==> config.mk <==
export PLATFORM = sky130hd
export DESIGN_NAME = ospt_top
export DESIGN_NICKNAME = d
export VERILOG_FILES = /design/src/core/ospt_top.v /design/src/core/ospt_xlate.v
export VERILOG_INCLUDE_DIRS = /design/src /design/src/core
export SDC_FILE = /design/constraint.sdc
export NUM_CORES = 1
export LEC_CHECK = 0
export ABC_AREA = 1
export BUFFER_PORTS_ARGS = -buffer_cell sky130_fd_sc_hd__buf_2
export CAP_MARGIN = 20
export CORE_MARGIN = 3
export CORE_UTILIZATION = 48
export CTS_CLUSTER_SIZE = 12
export DETAILED_ROUTE_END_ITERATION = 7
export GPL_ROUTABILITY_DRIVEN = 0
export PLACE_DENSITY_LB_ADDON = 0.15
export SETUP_SLACK_MARGIN = 0.1
export SLEW_MARGIN = 20
export SYNTH_ARGS = -nofsm -noshare
export SYNTH_HDL_FRONTEND = slang
export SYNTH_SLANG_ARGS = --single-unit
==> constraint.sdc <==
create_clock -name pclk -period 1.85 [get_ports pclk]
set_clock_uncertainty 0.15 [all_clocks]
set_input_delay 0 -clock pclk [delete_from_list [all_inputs] [get_ports pclk]]
set_output_delay 0 -clock pclk [all_outputs]
set_load 0.01 [all_outputs]
==> src/core/ospt_defs.vh <==
// register map, field layout, reset values and codes of the oscillator select block
`ifndef OSPT_DEFS_VH
`define OSPT_DEFS_VH

// byte addresses of the registers (low 12 bits of paddr)
`define OSPT_ADDR_W 12
`define OSPT_RCC_ADDR 12'h060
`define OSPT_PLLRB_ADDR 12'h064
`define OSPT_STAT_ADDR 12'h068

// run_clock_config field positions
`define OSPT_CRYSTAL_FREQ_CODE_MSB 9
`define OSPT_CRYSTAL_FREQ_CODE_LSB 6
`define OSPT_OSC_MSB 5
`define OSPT_OSC_LSB 4
`define OSPT_RSV_MSB 3
`define OSPT_RSV_LSB 2
`define OSPT_INTERNAL_OSC_DISABLE_BIT 1
`define OSPT_MAIN_OSC_DISABLE_BIT 0

// run_clock_config reset values
`define OSPT_CRYSTAL_FREQ_CODE_RST 4'hB
`define OSPT_OSC_RST 2'h1
`define OSPT_INTERNAL_OSC_DISABLE_RST 1'h0
`define OSPT_MAIN_OSC_DISABLE_RST 1'h1

// pll_ratio_readback field positions
`define OSPT_MULT_MSB 13
`define OSPT_MULT_LSB 5
`define OSPT_DIV_MSB 4
`define OSPT_DIV_LSB 0

// translation of the reset crystal code (6 MHz)
`define OSPT_MULT_RST 9'h190
`define OSPT_DIV_RST 5'h05

// clock status register bit positions
`define OSPT_ST_MAIN_BIT 0
`define OSPT_ST_INT_BIT 1
`define OSPT_ST_SRC_MSB 3
`define OSPT_ST_SRC_LSB 2

// oscillator source codes
`define OSPT_SRC_MAIN 2'h0
`define OSPT_SRC_INT 2'h1
`define OSPT_SRC_INT_DIV4 2'h2
`define OSPT_SRC_LOWF 2'h3

// lowest crystal code usable with the pll
`define OSPT_CRYSTAL_FREQ_CODE_MIN_PLL 4'h4

`endif

==> src/core/ospt_top.v <==
// oscillator source select, oscillator enables and pll translation with apb access
`timescale 1ns/1ps
`include "ospt_defs.vh"

// What this block does
// - bits 5:4 choose the oscillator source
// - source resets to internal oscillator
// - internal oscillator runs unless bit 1 set
// - main oscillator off while bit 0 set
// - translation loads at reset, follows crystal changes
// - pll out is osc times mult over div+1
// - multiplier at bits 13:5, upper bits zero
// - divider at bits 4:0, matches pll input
// - config bits 3:2 always read zero
// - crystal code resets to 0xB, 0-3 unusable
module ospt_top (
    input wire pclk, // apb clock, 40 MHz
    input wire presetn, // async reset, active low
    input wire psel, // apb select
    input wire penable, // apb access phase
    input wire pwrite, // apb direction, high for write
    input wire [11:0] paddr, // apb byte address
    input wire [31:0] pwdata, // apb write data
    input wire [3:0] pstrb, // apb write byte strobes
    output reg [31:0] prdata, // apb read data
    output reg pready, // apb transfer done
    output reg pslverr, // apb error, unmapped address
    output reg [1:0] osc_src_sel, // selected oscillator input
    output reg internal_osc_en, // internal oscillator run enable
    output reg main_osc_en, // main oscillator run enable
    output reg [8:0] pll_mult, // multiplier driven into the pll
    output reg [4:0] pll_div, // divider driven into the pll
    output reg pll_code_valid // crystal code usable with the pll
);

    // apb handshake states
    localparam ST_IDLE = 1'b0; // waiting for an access phase
    localparam ST_DONE = 1'b1; // pready high, transfer completes

    // bus state
    reg apb_state; // handshake state
    reg next_apb_state; // next handshake state

    // run_clock_config fields
    reg [3:0] crystal_freq_code; // crystal code field
    reg [1:0] osc_src_field; // oscillator source field
    reg internal_osc_disable; // internal oscillator disable bit
    reg main_osc_disable; // main oscillator disable bit
    reg [3:0] next_crystal_freq_code; // crystal field after this cycle
    reg [1:0] next_osc_src_field; // source field after this cycle
    reg next_internal_osc_disable; // internal disable after this cycle
    reg next_main_osc_disable; // main disable after this cycle

    // translation tracking
    reg [3:0] loaded_code; // crystal code the pll values belong to
    wire [8:0] lookup_mult; // multiplier from the lookup
    wire [4:0] lookup_div; // divider from the lookup
    wire code_changed; // crystal field differs from loaded code

    // bus decode
    wire access_cyc; // access phase present
    wire commit; // edge where the transfer takes effect
    wire hit_rcc; // address is run_clock_config
    wire hit_pllrb; // address is pll_ratio_readback
    wire hit_stat; // address is clock status
    wire mapped; // address is one of the registers
    wire [31:0] wmask; // per bit write enable from strobes
    wire [31:0] rcc_word; // run_clock_config as read
    wire [31:0] merged_wr; // config word after the write
    reg [31:0] read_word; // selected read value

    // combinational translation of the stored crystal code
    ospt_xlate u_xlate (
        .crystal_freq_code(crystal_freq_code),
        .pll_mult(lookup_mult),
        .pll_div(lookup_div)
    );

    // decode of the address and phase
    assign access_cyc = psel & penable;
    assign commit = access_cyc & (apb_state == ST_DONE);
    assign hit_rcc = (paddr == `OSPT_RCC_ADDR);
    assign hit_pllrb = (paddr == `OSPT_PLLRB_ADDR);
    assign hit_stat = (paddr == `OSPT_STAT_ADDR);
    assign mapped = hit_rcc | hit_pllrb | hit_stat;

    // expand byte strobes to bit enables
    genvar gi;
    generate
        for (gi = 0; gi < 32; gi = gi + 1) begin : g_mask
            assign wmask[gi] = pstrb[gi / 8];
        end
    endgenerate

    // config word as software sees it, reserved bits zero
    assign rcc_word = {
        22'h0,
        crystal_freq_code,
        osc_src_field,
        2'h0,
        internal_osc_disable,
        main_osc_disable
    };

    // new word where strobes allow, old bits elsewhere
    assign merged_wr = (pwdata & wmask) | (rcc_word & ~wmask);

    // refresh needed when the crystal field moved
    assign code_changed = (crystal_freq_code != loaded_code);

    // apb handshake: one wait cycle, then pready
    always @* begin
        next_apb_state = apb_state;
        case (apb_state)
            ST_IDLE: begin
                if (access_cyc) begin
                    next_apb_state = ST_DONE; // answer next edge
                end
            end
            ST_DONE: begin
                next_apb_state = ST_IDLE; // transfer ends here
            end
            default: begin
                next_apb_state = ST_IDLE;
            end
        endcase
    end

    // read mux over the mapped registers
    always @* begin
        read_word = 32'h00000000;
        if (hit_rcc) begin
            read_word = rcc_word;
        end else if (hit_pllrb) begin
            // multiplier and divider as driven, upper bits zero
            read_word = {18'h0, pll_mult, pll_div};
        end else if (hit_stat) begin
            // live oscillator state
            read_word[`OSPT_ST_MAIN_BIT] = main_osc_en;
            read_word[`OSPT_ST_INT_BIT] = internal_osc_en;
            read_word[`OSPT_ST_SRC_MSB:`OSPT_ST_SRC_LSB] = osc_src_sel;
        end
    end

    // next values of the config fields
    always @* begin
        next_crystal_freq_code = crystal_freq_code;
        next_osc_src_field = osc_src_field;
        next_internal_osc_disable = internal_osc_disable;
        next_main_osc_disable = main_osc_disable;
        if (commit && pwrite && hit_rcc) begin
            // only config is writable, others ignore writes
            next_crystal_freq_code = merged_wr[`OSPT_CRYSTAL_FREQ_CODE_MSB:`OSPT_CRYSTAL_FREQ_CODE_LSB];
            next_osc_src_field = merged_wr[`OSPT_OSC_MSB:`OSPT_OSC_LSB];
            next_internal_osc_disable = merged_wr[`OSPT_INTERNAL_OSC_DISABLE_BIT];
            next_main_osc_disable = merged_wr[`OSPT_MAIN_OSC_DISABLE_BIT];
        end
    end

    // handshake and answer registers
    always @(posedge pclk or negedge presetn) begin
        if (!presetn) begin
            apb_state <= ST_IDLE;
            pready <= 1'b0;
            pslverr <= 1'b0;
            prdata <= 32'h00000000;
        end else begin
            apb_state <= next_apb_state;
            if (apb_state == ST_IDLE && access_cyc) begin
                // answer raised together with data and error
                pready <= 1'b1;
                pslverr <= ~mapped;
                prdata <= (pwrite || !mapped) ? 32'h00000000 : read_word;
            end else begin
                // one cycle answer, then back to idle
                pready <= 1'b0;
                pslverr <= 1'b0;
                prdata <= 32'h00000000;
            end
        end
    end

    // config field storage
    always @(posedge pclk or negedge presetn) begin
        if (!presetn) begin
            crystal_freq_code <= `OSPT_CRYSTAL_FREQ_CODE_RST;
            osc_src_field <= `OSPT_OSC_RST;
            internal_osc_disable <= `OSPT_INTERNAL_OSC_DISABLE_RST;
            main_osc_disable <= `OSPT_MAIN_OSC_DISABLE_RST;
        end else begin
            crystal_freq_code <= next_crystal_freq_code;
            osc_src_field <= next_osc_src_field;
            internal_osc_disable <= next_internal_osc_disable;
            main_osc_disable <= next_main_osc_disable;
        end
    end

    // oscillator controls, same edge as the field write
    always @(posedge pclk or negedge presetn) begin
        if (!presetn) begin
            osc_src_sel <= `OSPT_SRC_INT;
            internal_osc_en <= ~`OSPT_INTERNAL_OSC_DISABLE_RST;
            main_osc_en <= ~`OSPT_MAIN_OSC_DISABLE_RST;
        end else begin
            osc_src_sel <= next_osc_src_field;
            internal_osc_en <= ~next_internal_osc_disable;
            main_osc_en <= ~next_main_osc_disable;
        end
    end

    // pll translation, reset value is that of the reset crystal code
    always @(posedge pclk or negedge presetn) begin
        if (!presetn) begin
            pll_mult <= `OSPT_MULT_RST;
            pll_div <= `OSPT_DIV_RST;
            loaded_code <= `OSPT_CRYSTAL_FREQ_CODE_RST;
            pll_code_valid <= 1'b1;
        end else if (code_changed) begin
            // reload one edge after the crystal field write
            pll_mult <= lookup_mult;
            pll_div <= lookup_div;
            loaded_code <= crystal_freq_code;
            pll_code_valid <= (crystal_freq_code >= `OSPT_CRYSTAL_FREQ_CODE_MIN_PLL);
        end
    end

endmodule // ospt_top

==> src/core/ospt_xlate.v <==
// crystal code to pll multiplier and divider lookup
`timescale 1ns/1ps
`include "ospt_defs.vh"

module ospt_xlate (
    input wire [3:0] crystal_freq_code, // crystal code from the config register
    output reg [8:0] pll_mult, // multiplier value for the pll
    output reg [4:0] pll_div // divider value for the pll, divides by value plus one
);

    // pll out = osc * mult / (div + 1), aimed near 400 MHz
    always @* begin
        case (crystal_freq_code)
            4'h4: begin
                pll_mult = 9'h1BF; // 3.579545 MHz
                pll_div = 5'h03;
            end
            4'h5: begin
                pll_mult = 9'h1B2; // 3.6864 MHz
                pll_div = 5'h03;
            end
            4'h6: begin
                pll_mult = 9'h190; // 4 MHz
                pll_div = 5'h03;
            end
            4'h7: begin
                pll_mult = 9'h187; // 4.096 MHz
                pll_div = 5'h03;
            end
            4'h8: begin
                pll_mult = 9'h197; // 4.9152 MHz
                pll_div = 5'h04;
            end
            4'h9: begin
                pll_mult = 9'h190; // 5 MHz
                pll_div = 5'h04;
            end
            4'hA: begin
                pll_mult = 9'h187; // 5.12 MHz
                pll_div = 5'h04;
            end
            4'hB: begin
                pll_mult = `OSPT_MULT_RST; // 6 MHz
                pll_div = `OSPT_DIV_RST;
            end
            4'hC: begin
                pll_mult = 9'h187; // 6.144 MHz
                pll_div = 5'h05;
            end
            4'hD: begin
                pll_mult = 9'h17C; // 7.3728 MHz
                pll_div = 5'h06;
            end
            4'hE: begin
                pll_mult = 9'h190; // 8 MHz
                pll_div = 5'h07;
            end
            4'hF: begin
                pll_mult = 9'h187; // 8.192 MHz
                pll_div = 5'h07;
            end
            default: begin
                pll_mult = 9'h000; // codes below 4: no pll setting
                pll_div = 5'h00;
            end
        endcase
    end

endmodule // ospt_xlate
==> After elaboration in Yosys (flattened, before gate mapping) <==
Memories as Yosys holds them, arrays and structs flattened. A register that Yosys moved wholly into a read port is not among the register bits.
Index checks and enable logic that the tools add are counted.
{ "op_classes": {"addsub": 0, "n_mul": 0, "n_div": 0, "n_lt_le_gt_ge": 1, "eq_ne": 4, "shift": 0, "mux": 12, "bitwise": 12, "n_reduce_logical": 6} }
{ "op_table": {"columns": ["op", "n"], "rows": [
  ["2-to-1 mux 32 bit", 2],
  ["equality test 12 x 7 -> 1 bit (second input constant)", 3],
  ["bitwise AND 10 bit", 2],
  ["2-to-1 mux 14 bit", 1],
  ["2-to-1 mux 10 bit", 1],
  ["inverter 10 bit", 1],
  ["OR 10 bit", 1],
  ["2-to-1 mux 4 bit", 2],
  ["2-to-1 mux 1 bit", 5],
  [">= comparator 4 x 3 -> 1 bit (second input constant)", 1],
  ["inequality test 4 bit", 1],
  ["inverter 1 bit", 4],
  ["logical AND 1 bit", 3],
  ["bitwise AND 1 bit", 2],
  ["logical NOT 1 bit", 2],
  ["OR 1 bit", 2],
  ["case mux 1 bit (2 select lines)", 1],
  ["logical OR 1 bit", 1]
]} }
{ "word_totals": {"register_bits": 55, "latchBits": 0, "ramBits": 0, "romBits": 192, "in_bits": 53, "output_inout_bits": 53, "word_cells": 49, "mem_count": 1} }
{ "mem_list": {"columns": ["memory", "words", "width", "rd", "rd_clocked_by_memory_dff", "wr", "line_no", "source"], "rows": [
  ["(no name shown)", 16, 12, 1, 1, 0, "ospt_xlate.v:13", "case (crystal_freq_code)"]
]} }

==> Longest topological paths before layout <==
{ "logic_depth": {"depth_word": 7, "mapped_depth": 9, "ltp_nobuf": 8} }

==> Cells and area by module <==
Synthesis repeated with hierarchy kept, for this count alone.
{ "unflattened": {"cells_unflattened": 309, "hier_area_um2": 2539.9} }
{ "by_module_without_submodules": {"columns": ["mod", "instances", "cells_per_inst", "area_per_inst_um2", "seq_area_each_um2"], "rows": [
  ["ospt_top", 1, 263, 2270.9, 1144.8],
  ["ospt_xlate", 1, 46, 269.0, 0.0]
]} }

==> Least setup slack after synthesis <==
No wires, ideal clock.
{ "synth_path": {"path_kind": "register to register", "start": "reg (tool-made name)", "end": "reg pll_mult[1]", "setup_time_ns": 0.117, "arrival_time_ns": 1.335, "required_time_ns": 1.583, "path_slack_ns": 0.248, "path_stages_with_launch": 9, "n_path_buf": 0, "period_less_slack_ns": 1.602, "cell_sequence": "dfstp_2 > inv_1 > ha_1 > nand2_1 > o21ai_0 > o21ai_0 > nand2_1 > nand2_1 > nand2_1"} }
{ "synth_rtl": {"columns": ["element", "line_no", "source"], "rows": [
  ["end: declaration", "ospt_top.v:31", "output reg [8:0] pll_mult,"]
]} }

==> results.rst <==
.. list-table::
   :header-rows: 1

   * - Metric
     - Value
   * - Proportion of synthesized area in mux cells
     - 0
   * - DRC Markers
     - 0
   * - Initial antenna violation count
     - 0
   * - Required time of the critical path
     - around 1.9 ns
   * - Area Overhead vs Synth
     - 22.6%
   * - Top library cells by usage in the layout, fill and taps aside
     - nand2_1 (80), buf_2 (59), inv_1 (32)
   * - Failing checks
     - hold timing
   * - Worst-path maximum fanout
     - 3
   * - Worst vdd ir
     - between 0.0004 and 0.0005 V
   * - Portion of the post-synthesis area used by sequential elements
     - 0.433
   * - Antenna-violating nets left
     - 0
   * - Area of the die
     - just under 6000 sq um
   * - Inserted Clock Buffers
     - 5
   * - Path type of the worst min-delay path
     - input pin to async pin
   * - Share of total power in the clock network
     - 0.413
   * - Power density over the cells
     - 604 nW/um^2
   * - Final number of max-transition violations
     - 0
   * - Horizontal extent of the die
     - just under 80 um
   * - Floorplan core area
     - around 4800 sq um
   * - DP HPWL
     - around 3.8 mm
   * - Area share of fa/ha/maj cells after synthesis
     - 0.0208
   * - Endpoints failing hold
     - 3
   * - Logic gate share of total power
     - 0.082
   * - Clk sink count
     - approximately 40
   * - Number of setup violations in the final report
     - 0
   * - Instance count of the mapped netlist
     - just under 300
   * - Net Switching
     - between 0.0004 and 0.0005 W
   * - Most common cell after layout, fill and taps aside
     - nand2_1
   * - Violation count after the first detailed-route iteration
     - between 80 and 90
   * - Combined global-route utilization of all metal layers
     - 0.183
   * - R2r worst-path depth
     - 7
   * - Mapped Avg Cell Area
     - slightly above 8 sq um
   * - Std cell rows
     - 25
   * - Buffer depth of the longest clock path
     - 2
   * - Post-synthesis xor/xnor area fraction
     - 0.0146
   * - Netlist area before placement
     - roughly 2400 sq um
   * - Count of non-filler cells in the finished layout
     - roughly 440
   * - Share of cells above drive strength 1
     - 0.333
   * - Worst Path Arrival
     - 1.69 ns
   * - Post-Place Worst Slack
     - ~0.14 ns
   * - Switching share of power
     - 0.237
   * - Wire length of the first global-routing pass
     - approximately 8.6 mm
   * - Number of warnings issued by yosys
     - 0
   * - Run status
     - complete, but fails checks
   * - RSZ-0062 raised after global routing
     - yes
   * - Number of global-route vias before repair
     - approximately 1,900
   * - Residual overflow from global routing
     - 0
   * - Average detailed-routed wire length per instance
     - 11.5 um
   * - Multi-input logic area
     - between 1000 and 1500 sq um
   * - Die height
     - between 70 and 80 um
   * - Worst R2R End
     - pll_mult[0]
   * - Critical path start-end classification
     - register to register
   * - Via-to-Cell Ratio
     - 4.54
   * - Complex-gate fraction of the synthesized area
     - 0.0457
   * - Number of different library cells in the post-synthesis netlist
     - 27
   * - # IOs
     - between 100 and 150
   * - FMAX
     - ~0.61 GHz
   * - Pwr Total
     - 0.00178 W
   * - Register bit total from synthesis
     - 41
   * - Initial cell density of the core
     - 0.503
   * - Final clock period utilization by the worst path
     - 0.887
   * - CTS tree
     - yes
   * - Net count, final
     - about 430
   * - Largest net degree at the start of global routing
     - 20
   * - Number of violations of the max-capacitance limit
     - 0
   * - Fill cells
     - 462
   * - Largest family of logic cells by synthesized area
     - simple AND/OR/NAND/NOR gates
   * - Placed Instances
     - 413
   * - Category of the worst setup path capture point
     - register
   * - Total Wirelength
     - about 5 mm
   * - Post-Route Utilization
     - 0.617
   * - Reg clk slew, reported paths
     - around 0.090 ns
   * - Pre-antenna DRT Iters
     - 4
   * - Final setup slack of the worst path
     - 0.209 ns
   * - DR vias
     - around 2,000
   * - Antenna fix cells
     - 0
   * - CTS H-tree depth
     - 2
   * - Reg power frac
     - 0.505
   * - Post-layout min period
     - approximately 1.6 ns
   * - Total area of sequential cells
     - 1040 sq um
   * - Tightest hold margin
     - -0.00173 ns
   * - Register-to-register setup slack
     - about 0.21 ns
   * - Element type at the critical path start
     - register
   * - Static leakage power
     - ~1.6 nW
   * - Later-pin clock latency in the skew report
     - approximately 0.3 ns
   * - P_int
     - 0.00136 W
   * - Root buffer cell
     - clkbuf_8
   * - Setup TNS after final layout
     - 0 ns
   * - Port-buffer cells
     - 59
   * - Simple-gate area share of the yosys netlist
     - 0.322
-- metal layers --
layer | wire, um | vias up | global-route usage
met5 | 0 | - | 0
met4 | 74 | 0 | 0.0652
met3 | 326 | 6 | 0.0446
met2 | 2330 | 63 | 0.297
met1 | 2260 | 891 | 0.236
li1 | - | 1019 | -
-- stage by stage --
| step | area [sq um] | hold slack, ns |
|---|---|---|
| final | 2950 | -0.00173 |
| after global routing | 2950 | 0.0297 |
| after CTS | 2930 | 0.000338 |
| after detailed placement | 2670 | -0.201 |
| after global placement | 2670 | -0.203 |
| after floorplan | 2480 | -0.446 |
-- timing repair --
| action | in CTS | in global routing |
|---|---|---|
| hold buffers | 14 | 0 |
| resized for setup | 0 | 4 |
| endpoints found under the setup margin | 0 | 4 |
| hold endpoints to repair | 54 | 0 |
| buffers inserted | 0 | 1 |
-- final cells by class --
cell class / instances / share of cell area
Clock buffer: 5 / 0.0233
Clock inverter: 3 / 0.0157
Inverter: 39 / 0.0496
Multi-Input combinational cell: 201 / 0.356
Sequential cell: 41 / 0.353
Tap cell: 67 / 0.0284
Timing Repair Buffer: 80 / 0.174
-- cells in the mapped netlist --
cell        n  share of area
nor2_8      1         0.0083
dfstp_2    13           0.14
clkinv_1    1         0.0016
conb_1      1         0.0016
nand3_4     1         0.0073
a21oi_1     4         0.0083
nor2_4      5          0.023
dfrtp_1    28           0.29
nand3_1    24          0.050
inv_2       6         0.0094
buf_6       4          0.019
nor2_2      9          0.023
clkbuf_1    5         0.0078
inv_1      32          0.050
nor2_1     16          0.025
nand4_4     1         0.0088
nand2_1    80           0.12
o21ai_2     3          0.011
xor2_1      4          0.015
o2111ai_1   1         0.0036
nand3_2     2         0.0083
nand2_2     4          0.010
ha_1        4          0.021
nand4_1     9          0.023
buf_4      24          0.075
o21ai_0    11          0.023
nand2_4     2         0.0094
-- power by group through the flow --
stage	Combinational [W]	Clock, W	Sequential (W)
6_report	0.000146	0.000735	0.000900
5_1_grt	0.000165	0.000787	0.000901
4_1_cts	0.000147	0.000751	0.000900
3_5_place_dp	0.000124	0	0.000917
3_3_place_gp	0.000122	0	0.000917
2_1_floorplan	0.0000915	0	0.000919
-- critical path, cell delays in order, from the launching register on --
cell	delay, ns
dfstp_2	0.58
inv_1	0.08
ha_2	0.33
nor2_2	0.05
o21ai_1	0.16
nand2_1	0.07
nand2_1	0.06
nand2_1	0.06
-- how the worst max path moves through the flow --
stage,start,to,cells after the start
finish,register,pll_mult[0],7
global route,register,pll_mult[3],7
CTS,register,pll_mult[0],7
detailed placement,register,pll_mult[0],8
floorplan,register,pll_mult[1],8
global placement,register,pll_mult[0],8
-- kinds of logic after synthesis --
logic type                 after synthesis
AOI/OAI and AO/OA                       19
xor gates and xnor gates                 4
adders and majority gates                4
buffers and inverters                   72
DFF                                     41
other                                    1
and+or+nand+nor                        154
Power figures use the tool's default switching activity.
